### src/include/cssu_params.svh
// constants for the clock source select and start-up block
// assumes a 100 MHz hclk and AHB-Lite register access
`ifndef CSSU_PARAMS_SVH
`define CSSU_PARAMS_SVH
`define CSSU_HCLK_HZ 100000000
`define CSSU_ONCHIP_HZ 8000000
`define CSSU_ONCHIP_CYC (`CSSU_HCLK_HZ / `CSSU_ONCHIP_HZ)
`define CSSU_STARTUP_COUNT 11'h400
`define CSSU_POWER_DELAY_US 64000
`define CSSU_POWER_DELAY_CYC ((`CSSU_POWER_DELAY_US) * (`CSSU_HCLK_HZ / 1000000))
`define CSSU_ADDR_STATUS 8'h00
`define CSSU_ADDR_CTRL 8'h04
`define CSSU_ADDR_COUNT 8'h08
`define CSSU_CTRL_SLEEP 0
`define CSSU_CTRL_WAKE 1
`define CSSU_ST_FREQ 3
`define CSSU_ST_DELAY_EN 4
`define CSSU_ST_RUN 8
`define CSSU_ST_COUNTING 9
`define CSSU_ST_SLEEP 10
`define CSSU_ST_DELAY 11
`endif

### src/include/cssu_pkg.sv
// types for the clock source select and start-up block
// assumes nothing beyond the params header
package cssu_pkg;
	typedef enum logic [2:0] {
		driven_clk_in_mode,
		low_gain_crystal_mode,
		mid_gain_crystal_mode,
		high_gain_crystal_mode,
		res_cap_divout_mode,
		res_cap_pin_mode,
		on_chip_osc_divout_mode,
		on_chip_osc_pin_mode
	} cssu_mode_t;
	typedef enum logic [2:0] {
		st_capture,
		st_power_delay,
		st_counting,
		st_running,
		st_sleeping
	} cssu_state_t;
endpackage

### src/include/cssu_if.sv
// signals shared between the top and its two helpers
// assumes one hclk domain
`timescale 1ns/1ns
interface cssu_if;
	logic osc_en;
	logic on_chip;
	logic freq_choice;
	logic fosc_tick;
	logic quarter_clk;
	logic cnt_start;
	logic cnt_busy;
	logic [10:0] cnt_value;
	modport top (output osc_en, on_chip, freq_choice, cnt_start, input fosc_tick, quarter_clk, cnt_busy, cnt_value);
	modport fosc (input osc_en, on_chip, freq_choice, output fosc_tick, quarter_clk);
	modport startup (input fosc_tick, cnt_start, output cnt_busy, cnt_value);
endinterface

### src/hw/cssu_fosc.sv
// oscillator tick and quarter clock generator
// assumes osc_in_pin synchronous to hclk
`timescale 1ns/1ns
`include "cssu_params.svh"
module cssu_fosc (
	input wire logic hclk,
	input wire logic hresetn,
	input wire logic osc_in_pin,
	cssu_if.fosc bus
);
	logic in_prev;
	logic next_in_prev;
	logic [4:0] div;
	logic [4:0] next_div;
	logic post;
	logic next_post;
	logic [1:0] quarter;
	logic [1:0] next_quarter;
	logic tick;
	logic next_tick;
	always_comb begin
		next_in_prev = osc_in_pin;
		next_div = div;
		next_post = post;
		next_tick = 1'b0;
		next_quarter = quarter;
		if (!bus.osc_en) begin
			next_div = 5'h00;
		end else if (bus.on_chip) begin
			if (div == 5'(`CSSU_ONCHIP_CYC - 1)) begin
				next_div = 5'h00;
				next_post = ~post;
				// R2 8 MHz or postscaled 4 MHz
				next_tick = bus.freq_choice | post;
			end else begin
				next_div = div + 5'h01;
			end
		end else begin
			next_tick = osc_in_pin & ~in_prev;
		end
		// divide by four
		if (tick) begin
			next_quarter = quarter + 2'h1;
		end
	end
	always_ff @(posedge hclk or negedge hresetn) begin
		if (!hresetn) begin
			in_prev <= 1'b0;
			div <= 5'h00;
			post <= 1'b0;
			tick <= 1'b0;
			quarter <= 2'h0;
		end else begin
			in_prev <= next_in_prev;
			div <= next_div;
			post <= next_post;
			tick <= next_tick;
			quarter <= next_quarter;
		end
	end
	assign bus.fosc_tick = tick;
	assign bus.quarter_clk = quarter[1];
endmodule // cssu_fosc

### src/hw/cssu_ost.sv
// start-up counter of oscillator ticks
// assumes cnt_start is a one-cycle pulse
`timescale 1ns/1ns
`include "cssu_params.svh"
module cssu_startup_counter (
	input wire logic hclk,
	input wire logic hresetn,
	cssu_if.startup bus
);
	logic [10:0] count;
	logic [10:0] next_count;
	logic busy;
	logic next_busy;
	always_comb begin
		next_count = count;
		next_busy = busy;
		if (bus.cnt_start) begin
			next_count = 11'h000;
			next_busy = 1'b1;
		end else if (busy && bus.fosc_tick) begin
			// count 1024 oscillations
			next_count = count + 11'h001;
			if (next_count == `CSSU_STARTUP_COUNT) begin
				next_busy = 1'b0;
			end
		end
	end
	always_ff @(posedge hclk or negedge hresetn) begin
		if (!hresetn) begin
			count <= 11'h000;
			busy <= 1'b0;
		end else begin
			count <= next_count;
			busy <= next_busy;
		end
	end
	assign bus.cnt_busy = busy;
	assign bus.cnt_value = count;
endmodule // cssu_startup_counter

### src/hw/cssu_top.sv
// clock source select and start-up sequencer, AHB-Lite slave
// assumes straps stable at reset release, pins synchronous to hclk
// Overview of operation
// eight clock source modes chosen by a three-bit mode strap
// on-chip modes give a 4 MHz postscaled or 8 MHz system clock
// one strap bit picks 4 MHz or 8 MHz on-chip clock
// driven mode takes clock on osc_in_pin, frees osc_out_pin as gpio
// driven mode skips the start-up counter entirely
// stopped driven clock halts execution, state kept, resumes in place
// crystal modes count 1024 oscillations before clock is stable
// count starts after power-up delay if enabled, and on every wake
// program counter held and execution suspended while counting
// crystal modes set amplifier gain low, medium, high
// res_cap_divout_mode drives osc_out_pin with fosc divided by four
// res_cap_pin_mode frees osc_out_pin as gpio
// on-chip divout mode outputs fosc/4, frees osc_in_pin as gpio
// on-chip pin mode frees both oscillator pins as gpio
// mode straps sampled only at reset, fixed afterwards
//
// The AHB-Lite slave port and the register offsets were decided locally.
`timescale 1ns/1ns
`include "cssu_params.svh"
module cssu_top #(
	parameter int POWER_DELAY_CYCLES = `CSSU_POWER_DELAY_CYC
) (
	input wire logic hclk,
	input wire logic hresetn,
	input wire logic hsel,
	input wire logic [31:0] haddr,
	input wire logic [1:0] htrans,
	input wire logic hwrite,
	input wire logic [2:0] hsize,
	input wire logic [31:0] hwdata,
	input wire logic hready,
	output logic [31:0] hrdata,
	output logic hreadyout,
	output logic hresp,
	input wire logic [2:0] clk_mode_cfg,
	input wire logic on_chip_freq_choice,
	input wire logic power_up_delay_en,
	input wire logic wake_evt,
	input wire logic osc_in_pin,
	output logic osc_in_o,
	output logic osc_in_oe,
	output logic osc_out_o,
	output logic osc_out_oe,
	input wire logic gpio_in_o,
	input wire logic gpio_in_oe,
	input wire logic gpio_out_o,
	input wire logic gpio_out_oe,
	output logic [1:0] amp_gain,
	output logic exec_tick,
	output logic pc_hold
);
	cssu_if link ();
	cssu_fosc u_fosc (
		.hclk(hclk),
		.hresetn(hresetn),
		.osc_in_pin(osc_in_pin),
		.bus(link)
	);
	cssu_startup_counter u_startup (
		.hclk(hclk),
		.hresetn(hresetn),
		.bus(link)
	);

	// configuration and sequencing state
	cssu_pkg::cssu_mode_t mode;
	cssu_pkg::cssu_mode_t next_mode;
	logic freq;
	logic next_freq;
	logic delay_en;
	logic next_delay_en;
	cssu_pkg::cssu_state_t state;
	cssu_pkg::cssu_state_t next_state;
	logic [31:0] delay;
	logic [31:0] next_delay;
	logic start;
	logic next_start;
	logic sleep_req;
	logic wake_req;
	logic crystal;
	logic running;

	always_comb begin
		crystal = (mode == cssu_pkg::low_gain_crystal_mode) || (mode == cssu_pkg::mid_gain_crystal_mode)
			|| (mode == cssu_pkg::high_gain_crystal_mode);
		next_mode = mode;
		next_freq = freq;
		next_delay_en = delay_en;
		next_state = state;
		next_delay = delay;
		next_start = 1'b0;
		case (state)
			cssu_pkg::st_capture: begin
				// straps taken once
				next_mode = cssu_pkg::cssu_mode_t'(clk_mode_cfg);
				// frequency strap
				next_freq = on_chip_freq_choice;
				next_delay_en = power_up_delay_en;
				next_delay = 32'h0000_0000;
				next_state = cssu_pkg::st_power_delay;
			end
			cssu_pkg::st_power_delay: begin
				// wait for power-up delay
				if (delay_en && (delay != 32'(POWER_DELAY_CYCLES - 1))) begin
					next_delay = delay + 32'h0000_0001;
				end else if (crystal) begin
					next_start = 1'b1;
					next_state = cssu_pkg::st_counting;
				end else begin
					// no start-up count
					next_state = cssu_pkg::st_running;
				end
			end
			cssu_pkg::st_counting: begin
				// hold until count completes
				if (!start && !link.cnt_busy) begin
					next_state = cssu_pkg::st_running;
				end
			end
			cssu_pkg::st_running: begin
				if (sleep_req) begin
					next_state = cssu_pkg::st_sleeping;
				end
			end
			cssu_pkg::st_sleeping: begin
				if (wake_evt || wake_req) begin
					// count again on wake
					if (crystal) begin
						next_start = 1'b1;
						next_state = cssu_pkg::st_counting;
					end else begin
						next_state = cssu_pkg::st_running;
					end
				end
			end
			default: next_state = cssu_pkg::st_capture;
		endcase
	end

	always_ff @(posedge hclk or negedge hresetn) begin
		if (!hresetn) begin
			mode <= cssu_pkg::driven_clk_in_mode;
			freq <= 1'b0;
			delay_en <= 1'b0;
			state <= cssu_pkg::st_capture;
			delay <= 32'h0000_0000;
			start <= 1'b0;
		end else begin
			mode <= next_mode;
			freq <= next_freq;
			delay_en <= next_delay_en;
			state <= next_state;
			delay <= next_delay;
			start <= next_start;
		end
	end

	assign link.osc_en = (state != cssu_pkg::st_sleeping) && (state != cssu_pkg::st_capture);
	// on-chip source select
	assign link.on_chip = (mode == cssu_pkg::on_chip_osc_divout_mode) || (mode == cssu_pkg::on_chip_osc_pin_mode);
	assign link.freq_choice = freq;
	assign link.cnt_start = start;
	assign running = (state == cssu_pkg::st_running);

	// pin functions and core outputs
	logic next_osc_in_o;
	logic next_osc_in_oe;
	logic next_osc_out_o;
	logic next_osc_out_oe;
	logic [1:0] next_amp_gain;
	logic next_exec_tick;
	logic next_pc_hold;

	always_comb begin
		next_osc_in_o = 1'b0;
		next_osc_in_oe = 1'b0;
		next_osc_out_o = 1'b0;
		next_osc_out_oe = 1'b0;
		next_amp_gain = 2'h0;
		// eight mode decode
		case (mode)
			cssu_pkg::driven_clk_in_mode, cssu_pkg::res_cap_pin_mode: begin
				// osc_out_pin released
				next_osc_out_o = gpio_out_o;
				next_osc_out_oe = gpio_out_oe;
			end
			cssu_pkg::low_gain_crystal_mode: begin
				// gain low
				next_amp_gain = 2'h1;
			end
			cssu_pkg::mid_gain_crystal_mode: begin
				// gain medium
				next_amp_gain = 2'h2;
			end
			cssu_pkg::high_gain_crystal_mode: begin
				// gain high
				next_amp_gain = 2'h3;
			end
			cssu_pkg::res_cap_divout_mode: begin
				// quarter clock out
				next_osc_out_o = link.quarter_clk;
				next_osc_out_oe = 1'b1;
			end
			cssu_pkg::on_chip_osc_divout_mode: begin
				// quarter clock, osc_in_pin free
				next_osc_out_o = link.quarter_clk;
				next_osc_out_oe = 1'b1;
				next_osc_in_o = gpio_in_o;
				next_osc_in_oe = gpio_in_oe;
			end
			default: begin
				// both pins free
				next_osc_in_o = gpio_in_o;
				next_osc_in_oe = gpio_in_oe;
				next_osc_out_o = gpio_out_o;
				next_osc_out_oe = gpio_out_oe;
			end
		endcase
		// ticks only while running
		next_exec_tick = running && link.fosc_tick;
		next_pc_hold = !running;
	end

	always_ff @(posedge hclk or negedge hresetn) begin
		if (!hresetn) begin
			osc_in_o <= 1'b0;
			osc_in_oe <= 1'b0;
			osc_out_o <= 1'b0;
			osc_out_oe <= 1'b0;
			amp_gain <= 2'h0;
			exec_tick <= 1'b0;
			pc_hold <= 1'b1;
		end else begin
			osc_in_o <= next_osc_in_o;
			osc_in_oe <= next_osc_in_oe;
			osc_out_o <= next_osc_out_o;
			osc_out_oe <= next_osc_out_oe;
			amp_gain <= next_amp_gain;
			exec_tick <= next_exec_tick;
			pc_hold <= next_pc_hold;
		end
	end

	// AHB-Lite slave, zero wait states
	logic wr_pend;
	logic next_wr_pend;
	logic [7:0] wr_addr;
	logic [7:0] next_wr_addr;
	logic [31:0] next_hrdata;
	logic [31:0] status;
	logic take;

	always_comb begin
		take = hsel && hready && htrans[1];
		status = 32'h0000_0000;
		status[2:0] = mode;
		status[`CSSU_ST_FREQ] = freq;
		status[`CSSU_ST_DELAY_EN] = delay_en;
		status[`CSSU_ST_RUN] = running;
		status[`CSSU_ST_COUNTING] = (state == cssu_pkg::st_counting);
		status[`CSSU_ST_SLEEP] = (state == cssu_pkg::st_sleeping);
		status[`CSSU_ST_DELAY] = (state == cssu_pkg::st_power_delay);
		next_wr_pend = take && hwrite;
		next_wr_addr = haddr[7:0];
		next_hrdata = 32'h0000_0000;
		if (take && !hwrite) begin
			if (haddr[7:0] == `CSSU_ADDR_STATUS) begin
				next_hrdata = status;
			end else if (haddr[7:0] == `CSSU_ADDR_COUNT) begin
				next_hrdata = {21'h0, link.cnt_value};
			end else begin
				next_hrdata = 32'h0000_0000;
			end
		end
		sleep_req = wr_pend && (wr_addr == `CSSU_ADDR_CTRL) && hwdata[`CSSU_CTRL_SLEEP];
		wake_req = wr_pend && (wr_addr == `CSSU_ADDR_CTRL) && hwdata[`CSSU_CTRL_WAKE];
	end

	always_ff @(posedge hclk or negedge hresetn) begin
		if (!hresetn) begin
			wr_pend <= 1'b0;
			wr_addr <= 8'h00;
			hrdata <= 32'h0000_0000;
			hreadyout <= 1'b0;
			hresp <= 1'b0;
		end else begin
			wr_pend <= next_wr_pend;
			wr_addr <= next_wr_addr;
			hrdata <= next_hrdata;
			hreadyout <= 1'b1;
			hresp <= 1'b0;
		end
	end
endmodule // cssu_top

### config.mk
export PLATFORM = sky130hd
export DESIGN_NAME = cssu_top
export DESIGN_NICKNAME = d
export VERILOG_FILES = /design/src/include/cssu_pkg.sv /design/src/include/cssu_if.sv /design/src/hw/cssu_fosc.sv /design/src/hw/cssu_ost.sv /design/src/hw/cssu_top.sv
export VERILOG_INCLUDE_DIRS = /design/src /design/src/include
export SDC_FILE = /design/constraint.sdc
export NUM_CORES = 1
export LEC_CHECK = 0
export ABC_CLOCK_PERIOD_IN_PS = 4850
export BUFFER_PORTS_ARGS = -buffer_cell sky130_fd_sc_hd__buf_2
export CAP_MARGIN = 20
export CORE_ASPECT_RATIO = 1.75
export CORE_UTILIZATION = 57
export CTS_CLUSTER_DIAMETER = 150
export DETAILED_ROUTE_END_ITERATION = 12
export GPL_ROUTABILITY_DRIVEN = 0
export GPL_TIMING_DRIVEN = 0
export PLACE_DENSITY = 0.95
export SYNTH_ARGS = -nofsm -noshare
export SYNTH_HDL_FRONTEND = slang
export SYNTH_HIERARCHICAL = 1
export SYNTH_SLANG_ARGS = --single-unit
export TNS_END_PERCENT = 10
### constraint.sdc
create_clock -name hclk -period 4.85 [get_ports hclk]
set_input_delay 0.2425 -clock hclk [delete_from_list [all_inputs] [get_ports hclk]]
set_output_delay 0.2425 -clock hclk [all_outputs]
set_load 0.1 [all_outputs]
# Word level (Yosys, flattened, before mapping)

Index checks and enable logic that the tools add are counted.

Output and inout port bits: 42
Input port bits: 85
Logic and storage cells: 120
Register bits after elaboration: 113

Reductions and logical operators: 34
Multiplexer cells: 31
Bitwise logic cells: 4
$add $sub $neg: 4
Equal/unequal tests: 23

Operators with widths:

| kind                    | number |
|---|---|
| $pmux W32 S2            | 1 |
| $mux W11                | 3 |
| $add A32 B1 Y32 const B | 1 |
| $mux W32                | 1 |
| $ne A32 B23 Y1 const B  | 1 |
| $mux W12                | 2 |
| $eq A3 B3 Y1 const B    | 5 |
| $mux W5                 | 3 |
| $pmux W3 S5             | 1 |
| $eq A3 B2 Y1 const B    | 4 |
| $logic_and A1 B1 Y1     | 12 |
| $mux W1                 | 12 |
| $mux W3                 | 4 |
| $add A11 B1 Y11 const B | 1 |
| $eq A11 B11 Y1 const B  | 1 |
| $eq A8 B3 Y1 const B    | 1 |
| $eq A8 B4 Y1 const B    | 1 |
| $logic_not A8 Y1        | 1 |
| $eq A3 B1 Y1 const B    | 2 |
| $logic_not A3 Y1        | 2 |
| $ne A2 B1 Y1 const B    | 3 |
| $ne A2 B2 Y1 const B    | 3 |
| $pmux W1 S2             | 3 |
| $pmux W2 S3             | 1 |
| other kinds (17)        | 27 |

# Logic depth before layout (Yosys ltp)

Depth after elaboration: 6
Depth in mapped cells: 8
Gate-level depth less buffers: 7

# Hierarchy

The synthesis kept the hierarchy.

Modules (own cells, without submodules):

| module               | seq. area each (um2) | cells each | area each (um2) | instances |
|---|---|---|---|---|
| cssu_top             | 1778.0               | 367        | 3480.8          | 1 |
| cssu_startup_counter | 300.3                | 78         | 694.4           | 1 |
| cssu_fosc            | 250.2                | 41         | 446.7           | 1 |

# Least setup slack after synthesis

No wires, ideal clock.

Kind: reg2reg
From: reg delay[12]
To: reg delay[13]
Path slack: 2802 ps
Cell stages (with the launch flop): 7
Period minus slack after synthesis: 2048 ps
Setup time: 126 ps
Buffers on the path: 1
Required time: 4724 ps
Arrival: 1922 ps
Cells stage by stage: dfrtp_1 -> nor4b_2 -> nand4_1 -> o41a_4 -> and2_4 -> buf_6 -> a221o_1

Word-level cells in the longest chain between the ends: 4
Elaborated cells between the ends (all ways): 7
Those cells by class: 1 x add/sub; 2 x eq/ne; 2 x mux; 2 x reduce/logical

Ends and longest elaborated chain:

| item                                                                    | RTL line        | RTL |
|---|---|---|
| start: declaration                                                      | cssu_top.sv:77  | `logic [31:0] delay;` |
| start signal: assignment                                                | cssu_top.sv:156 | `delay <= next_delay;` |
| parallel branches: the longest is 4 deep, another holds $add A32 B1 Y32 | n/a             |  |

Parallel ways; which one is timed is not known. The select of a mux whose other input is x is not followed.
A chain may end at the register's enable or synchronous reset.

# Worst setup path after layout

From: reg delay[12]
To: reg delay[5]

Word-level cells in the longest chain between the ends: 4

Ends and longest elaborated chain:

| item                        | RTL line        | RTL |
|---|---|---|
| $ne A32 B23 Y1              | cssu_top.sv:107 | `if (delay_en && (delay != 32'(POWER_DELAY_CYCLES - 1))) begin` |
| $logic_and A1 B1 Y1         | cssu_top.sv:107 |  |
| $ne A2 B1 Y1 (no line)      | n/a             |  |
| $reduce_and A2 Y1 (no line) | n/a             |  |

Every way passes these cells.

==> results by group <==
GRT
  – Total track usage: 28.6%
  – Pin count of the biggest net entering global routing: 53
  – Antenna violations before repair: 0
  – Vias in the first global route: ~4.1k
  – First-pass GRT wire length: 18.8 mm
  – Total grt overflow: 0

Clock network
  – Inserted Clock Buffers: 9
  – Reg clk slew, reported paths: about 60 ps
  – Root Buffer: clkbuf_16
  – # resized after CTS: 0
  – TritonCTS clock tree: built
  – H-tree levels: 3
  – Clk_lat worst skew: ~350 ps
  – Max Root-Sink Buffers: 2
  – Num Clock Sinks: 93

Yosys
  – Post-synthesis sequential area ratio: slightly above 50%
  – Post-synthesis cell area: about 0.0046 mm2
  – Post-synthesis sequential element count: 93
  – Gate Count Post-Synth: about 490
  – Area contributors post-synth: dfrtp_1 (50%), nand2_1 (4.8%), nor2_1 (4.1%)
  – Synth Flop Type: dfrtp_1
  – Syn_area_per_cell: about 9.5 um2
  – Ys Warns: 6
  – Top-area cell type share of the netlist area: approximately half
  – EDFF count, synth: 0
  – Ys async rst share: 100%
  – Synth unique cells: 63
  – Area leader, netlist: dfrtp_1

Floorplan
  – Die ar.: roughly 0.0085 mm2
  – Initial Utilization: 58.4%
  – Site Rows: 43
  – Die width: 70.1 um
  – Core area: a little under 0.008 mm2
  – I/O pin count: 127
  – Chip height: about 120 um

Routing
  – DRC viols: 0
  – First-pass iteration count of the detailed router: 7
  – WL/cell: 17.4 um
  – Routed WL: between 10 and 15 mm
  – Via density: between 6 and 7
  – DRT iter0 DRCs: between 400 and 500
  – Post-DRT Antenna Nets: 0
  – Via count: between 4k and 5k

Finish
  – Area grow syn2layout: 17.8%
  – Diodes inserted: 0
  – Commonest non-fill, non-tap cells in the layout: dfrtp_1 (92), nand2_1 (59), nor2_1 (50), buf_2 (50), o21ai_0 (29)
  – Most common cell after layout, fill and taps aside: dfrtp_1
  – Reg area: ~0.0023 mm2
  – Multi-input logic area: between 0.002 and 0.0025 mm2
  – Fillers: 522
  – Share of cells above drive strength 1: ~19%
  – # nets final: 654
  – Final instance area: 0.00544 mm2

Pwr
  – Cell Pwr Density: ~500 mW/mm2
  – Static Leak: approximately 0.0026 uW
  – Peak supply drop: 0.308 mV

Setup path
  – CP Launch Point: delay[12]
  – Reg2Reg Depth: 7
  – Nature of the critical path startpoint: register
  – Critical path class: register to register
  – CP required: between 5000 and 6000 ps
  – Reg-to-Reg Start: delay[12]
  – CP endpoint kind: register
  – Worst path arrival time: between 2000 and 3000 ps
  – CP max FO: 10
  – R2r setup slk: between 2000 and 2500 ps
  – CP Capture Point: delay[5]
  – Reg2reg end: delay[5]

Timing
  – Clk_skew: approximately 7.8 ps
  – Slew @ Worst Pin: between 700 and 800 ps
  – Setup TNS: 0 ps
  – Minimum clock period: ~2500 ps
  – Fin. Hold Viols: 0
  – Fmax: roughly 400 MHz
  – Final worst path period share: about half
  – Worst slew margin relative to its limit: between 40 and 50%
  – Final Slew Violations: 0
  – Unrepaired setup endpoints after global routing: false
  – Final setup violation count: 0

Status
  – Status: completed

Hold path
  – HP Class: primary input to register

Place
  – Post-DP HPWL: between 7 and 8 mm
  – Number of port buffers: between 40 and 50
  – Dpl cell area: 0.00507 mm2

Flow run
  – MaxCap Viol Count: 0
-- flip-flops by register name (all words and copies together) (netlist names) --
signal,flops
u_startup/bus.cnt_value,11
u_fosc/in_prev,1
amp_gain,2
u_fosc/div,5
u_fosc/post,1
wr_addr,8
mode,3
osc_out_oe,1
osc_in_o,1
link.cnt_start,1
wr_pend,1
pc_hold,1
u_fosc/bus.fosc_tick,1
u_fosc/quarter,2
freq,1
delay,32
u_startup/bus.cnt_busy,1
osc_in_oe,1
exec_tick,1
delay_en,1
state,3
hrdata,12
hreadyout,1
osc_out_o,1
-- kinds of logic (layout without fill, tap and decap cells) --
kind of cell    after synthesis  count (layout)  share of synthesized area, %
xor+xnor                     14              14                          2.65
compound gates               94              94                          13.0
mux                          11              11                          2.41
simple gates                221             221                          24.5
buf+inv                      48             113                          6.06
other cells                   2              22                         0.162
fa+ha+maj                     3               3                         0.812
flops                        93              93                          50.4
-- power by group --
group | switching, uW | leakage [uW] | internal, uW
combinational | 625 | 0.00116 | 218
clock | 296 | 0.000172 | 533
sequential | 116 | 0.00123 | 886
total | 1040 | 0.00256 | 1640
-- synth_stat cells (3+ instances only) --
cell type  instances
a21oi_1           22
a31oi_1            8
and2_1            10
and3_1            17
buf_2              4
buf_4             23
clkbuf_1          11
dfrtp_1           92
ha_1               3
inv_1              8
mux2i_1           10
nand2_1           59
nand3_1           24
nand4_1           13
nor2_1            50
nor2b_1            3
nor3_1            10
nor4_1             8
o211ai_1           5
o21ai_0           29
o21ai_1            3
o31ai_1            9
or3_1              8
xnor2_1            8
xor2_1             6
-- worst min path at each step --
stage / end / startpoint / cells after the start
3_3_place_gp: wr_addr[4] / haddr[4] / 1
4_1_cts: wr_addr[6] / haddr[6] / 1
6_report: wr_addr[5] / haddr[5] / 1
5_1_grt: wr_addr[6] / haddr[6] / 1
3_5_place_dp: delay[20] / hresetn / 1
2_1_floorplan: amp_gain[0] / hresetn / 0
-- what timing repair did --
action,4_1_cts,5_1_grt
setup buffers,0,0
endpoints found under the hold margin,41,0
hold buffers,1,0
-- worst max-delay path, cell delays in order (launching register included) --
cell and delay (ps):
dfrtp_1 440, nor4b_2 360, nand4_1 200, o41a_4 590, a21oi_4 270, buf_2 300, o21ai_0 150, o31ai_1 90
-- stage by stage --
| step | setup slack [ps] | power, uW | hold slack (ps) | util [%] | instances |
|---|---|---|---|---|---|
| 2_1_floorplan | 2800 | 1620 | -53.1 | - | 506 |
| 3_3_place_gp | 2530 | 1800 | 367 | 63.8 | 643 |
| 3_5_place_dp | 2470 | 1830 | 264 | 64.2 | 644 |
| 4_1_cts | 2440 | 2670 | 10.8 | 68.8 | 661 |
| 5_1_grt | 2220 | 2790 | 9.57 | 68.8 | 661 |
| 6_report | 2350 | 2670 | 19.3 | 68.8 | 661 |
-- cell type report --
type / count / share of cell area [%]
well taps: 90 / 2.07
flip-flops and latches: 93 / 42.8
clock buffers: 11 / 4.64
multi-input cells: 365 / 38.4
clock inverters: 5 / 1.95
plain buffers: 40 / 4.60
repair buffers: 49 / 5.06
inverters: 8 / 0.552
-- routing by layer --
| metal | wire (um) | global-route usage [%] | part of all wire (%) |
|---|---|---|---|
| met5 | 0 | 0 | 0 |
| met2 | 6140 | 50.7 | 54 |
| met4 | 661 | 20.5 | 5.8 |
| met3 | 800 | 5.23 | 7.0 |
| met1 | 3870 | 29.8 | 34 |
Power figures use the tool's default switching activity.
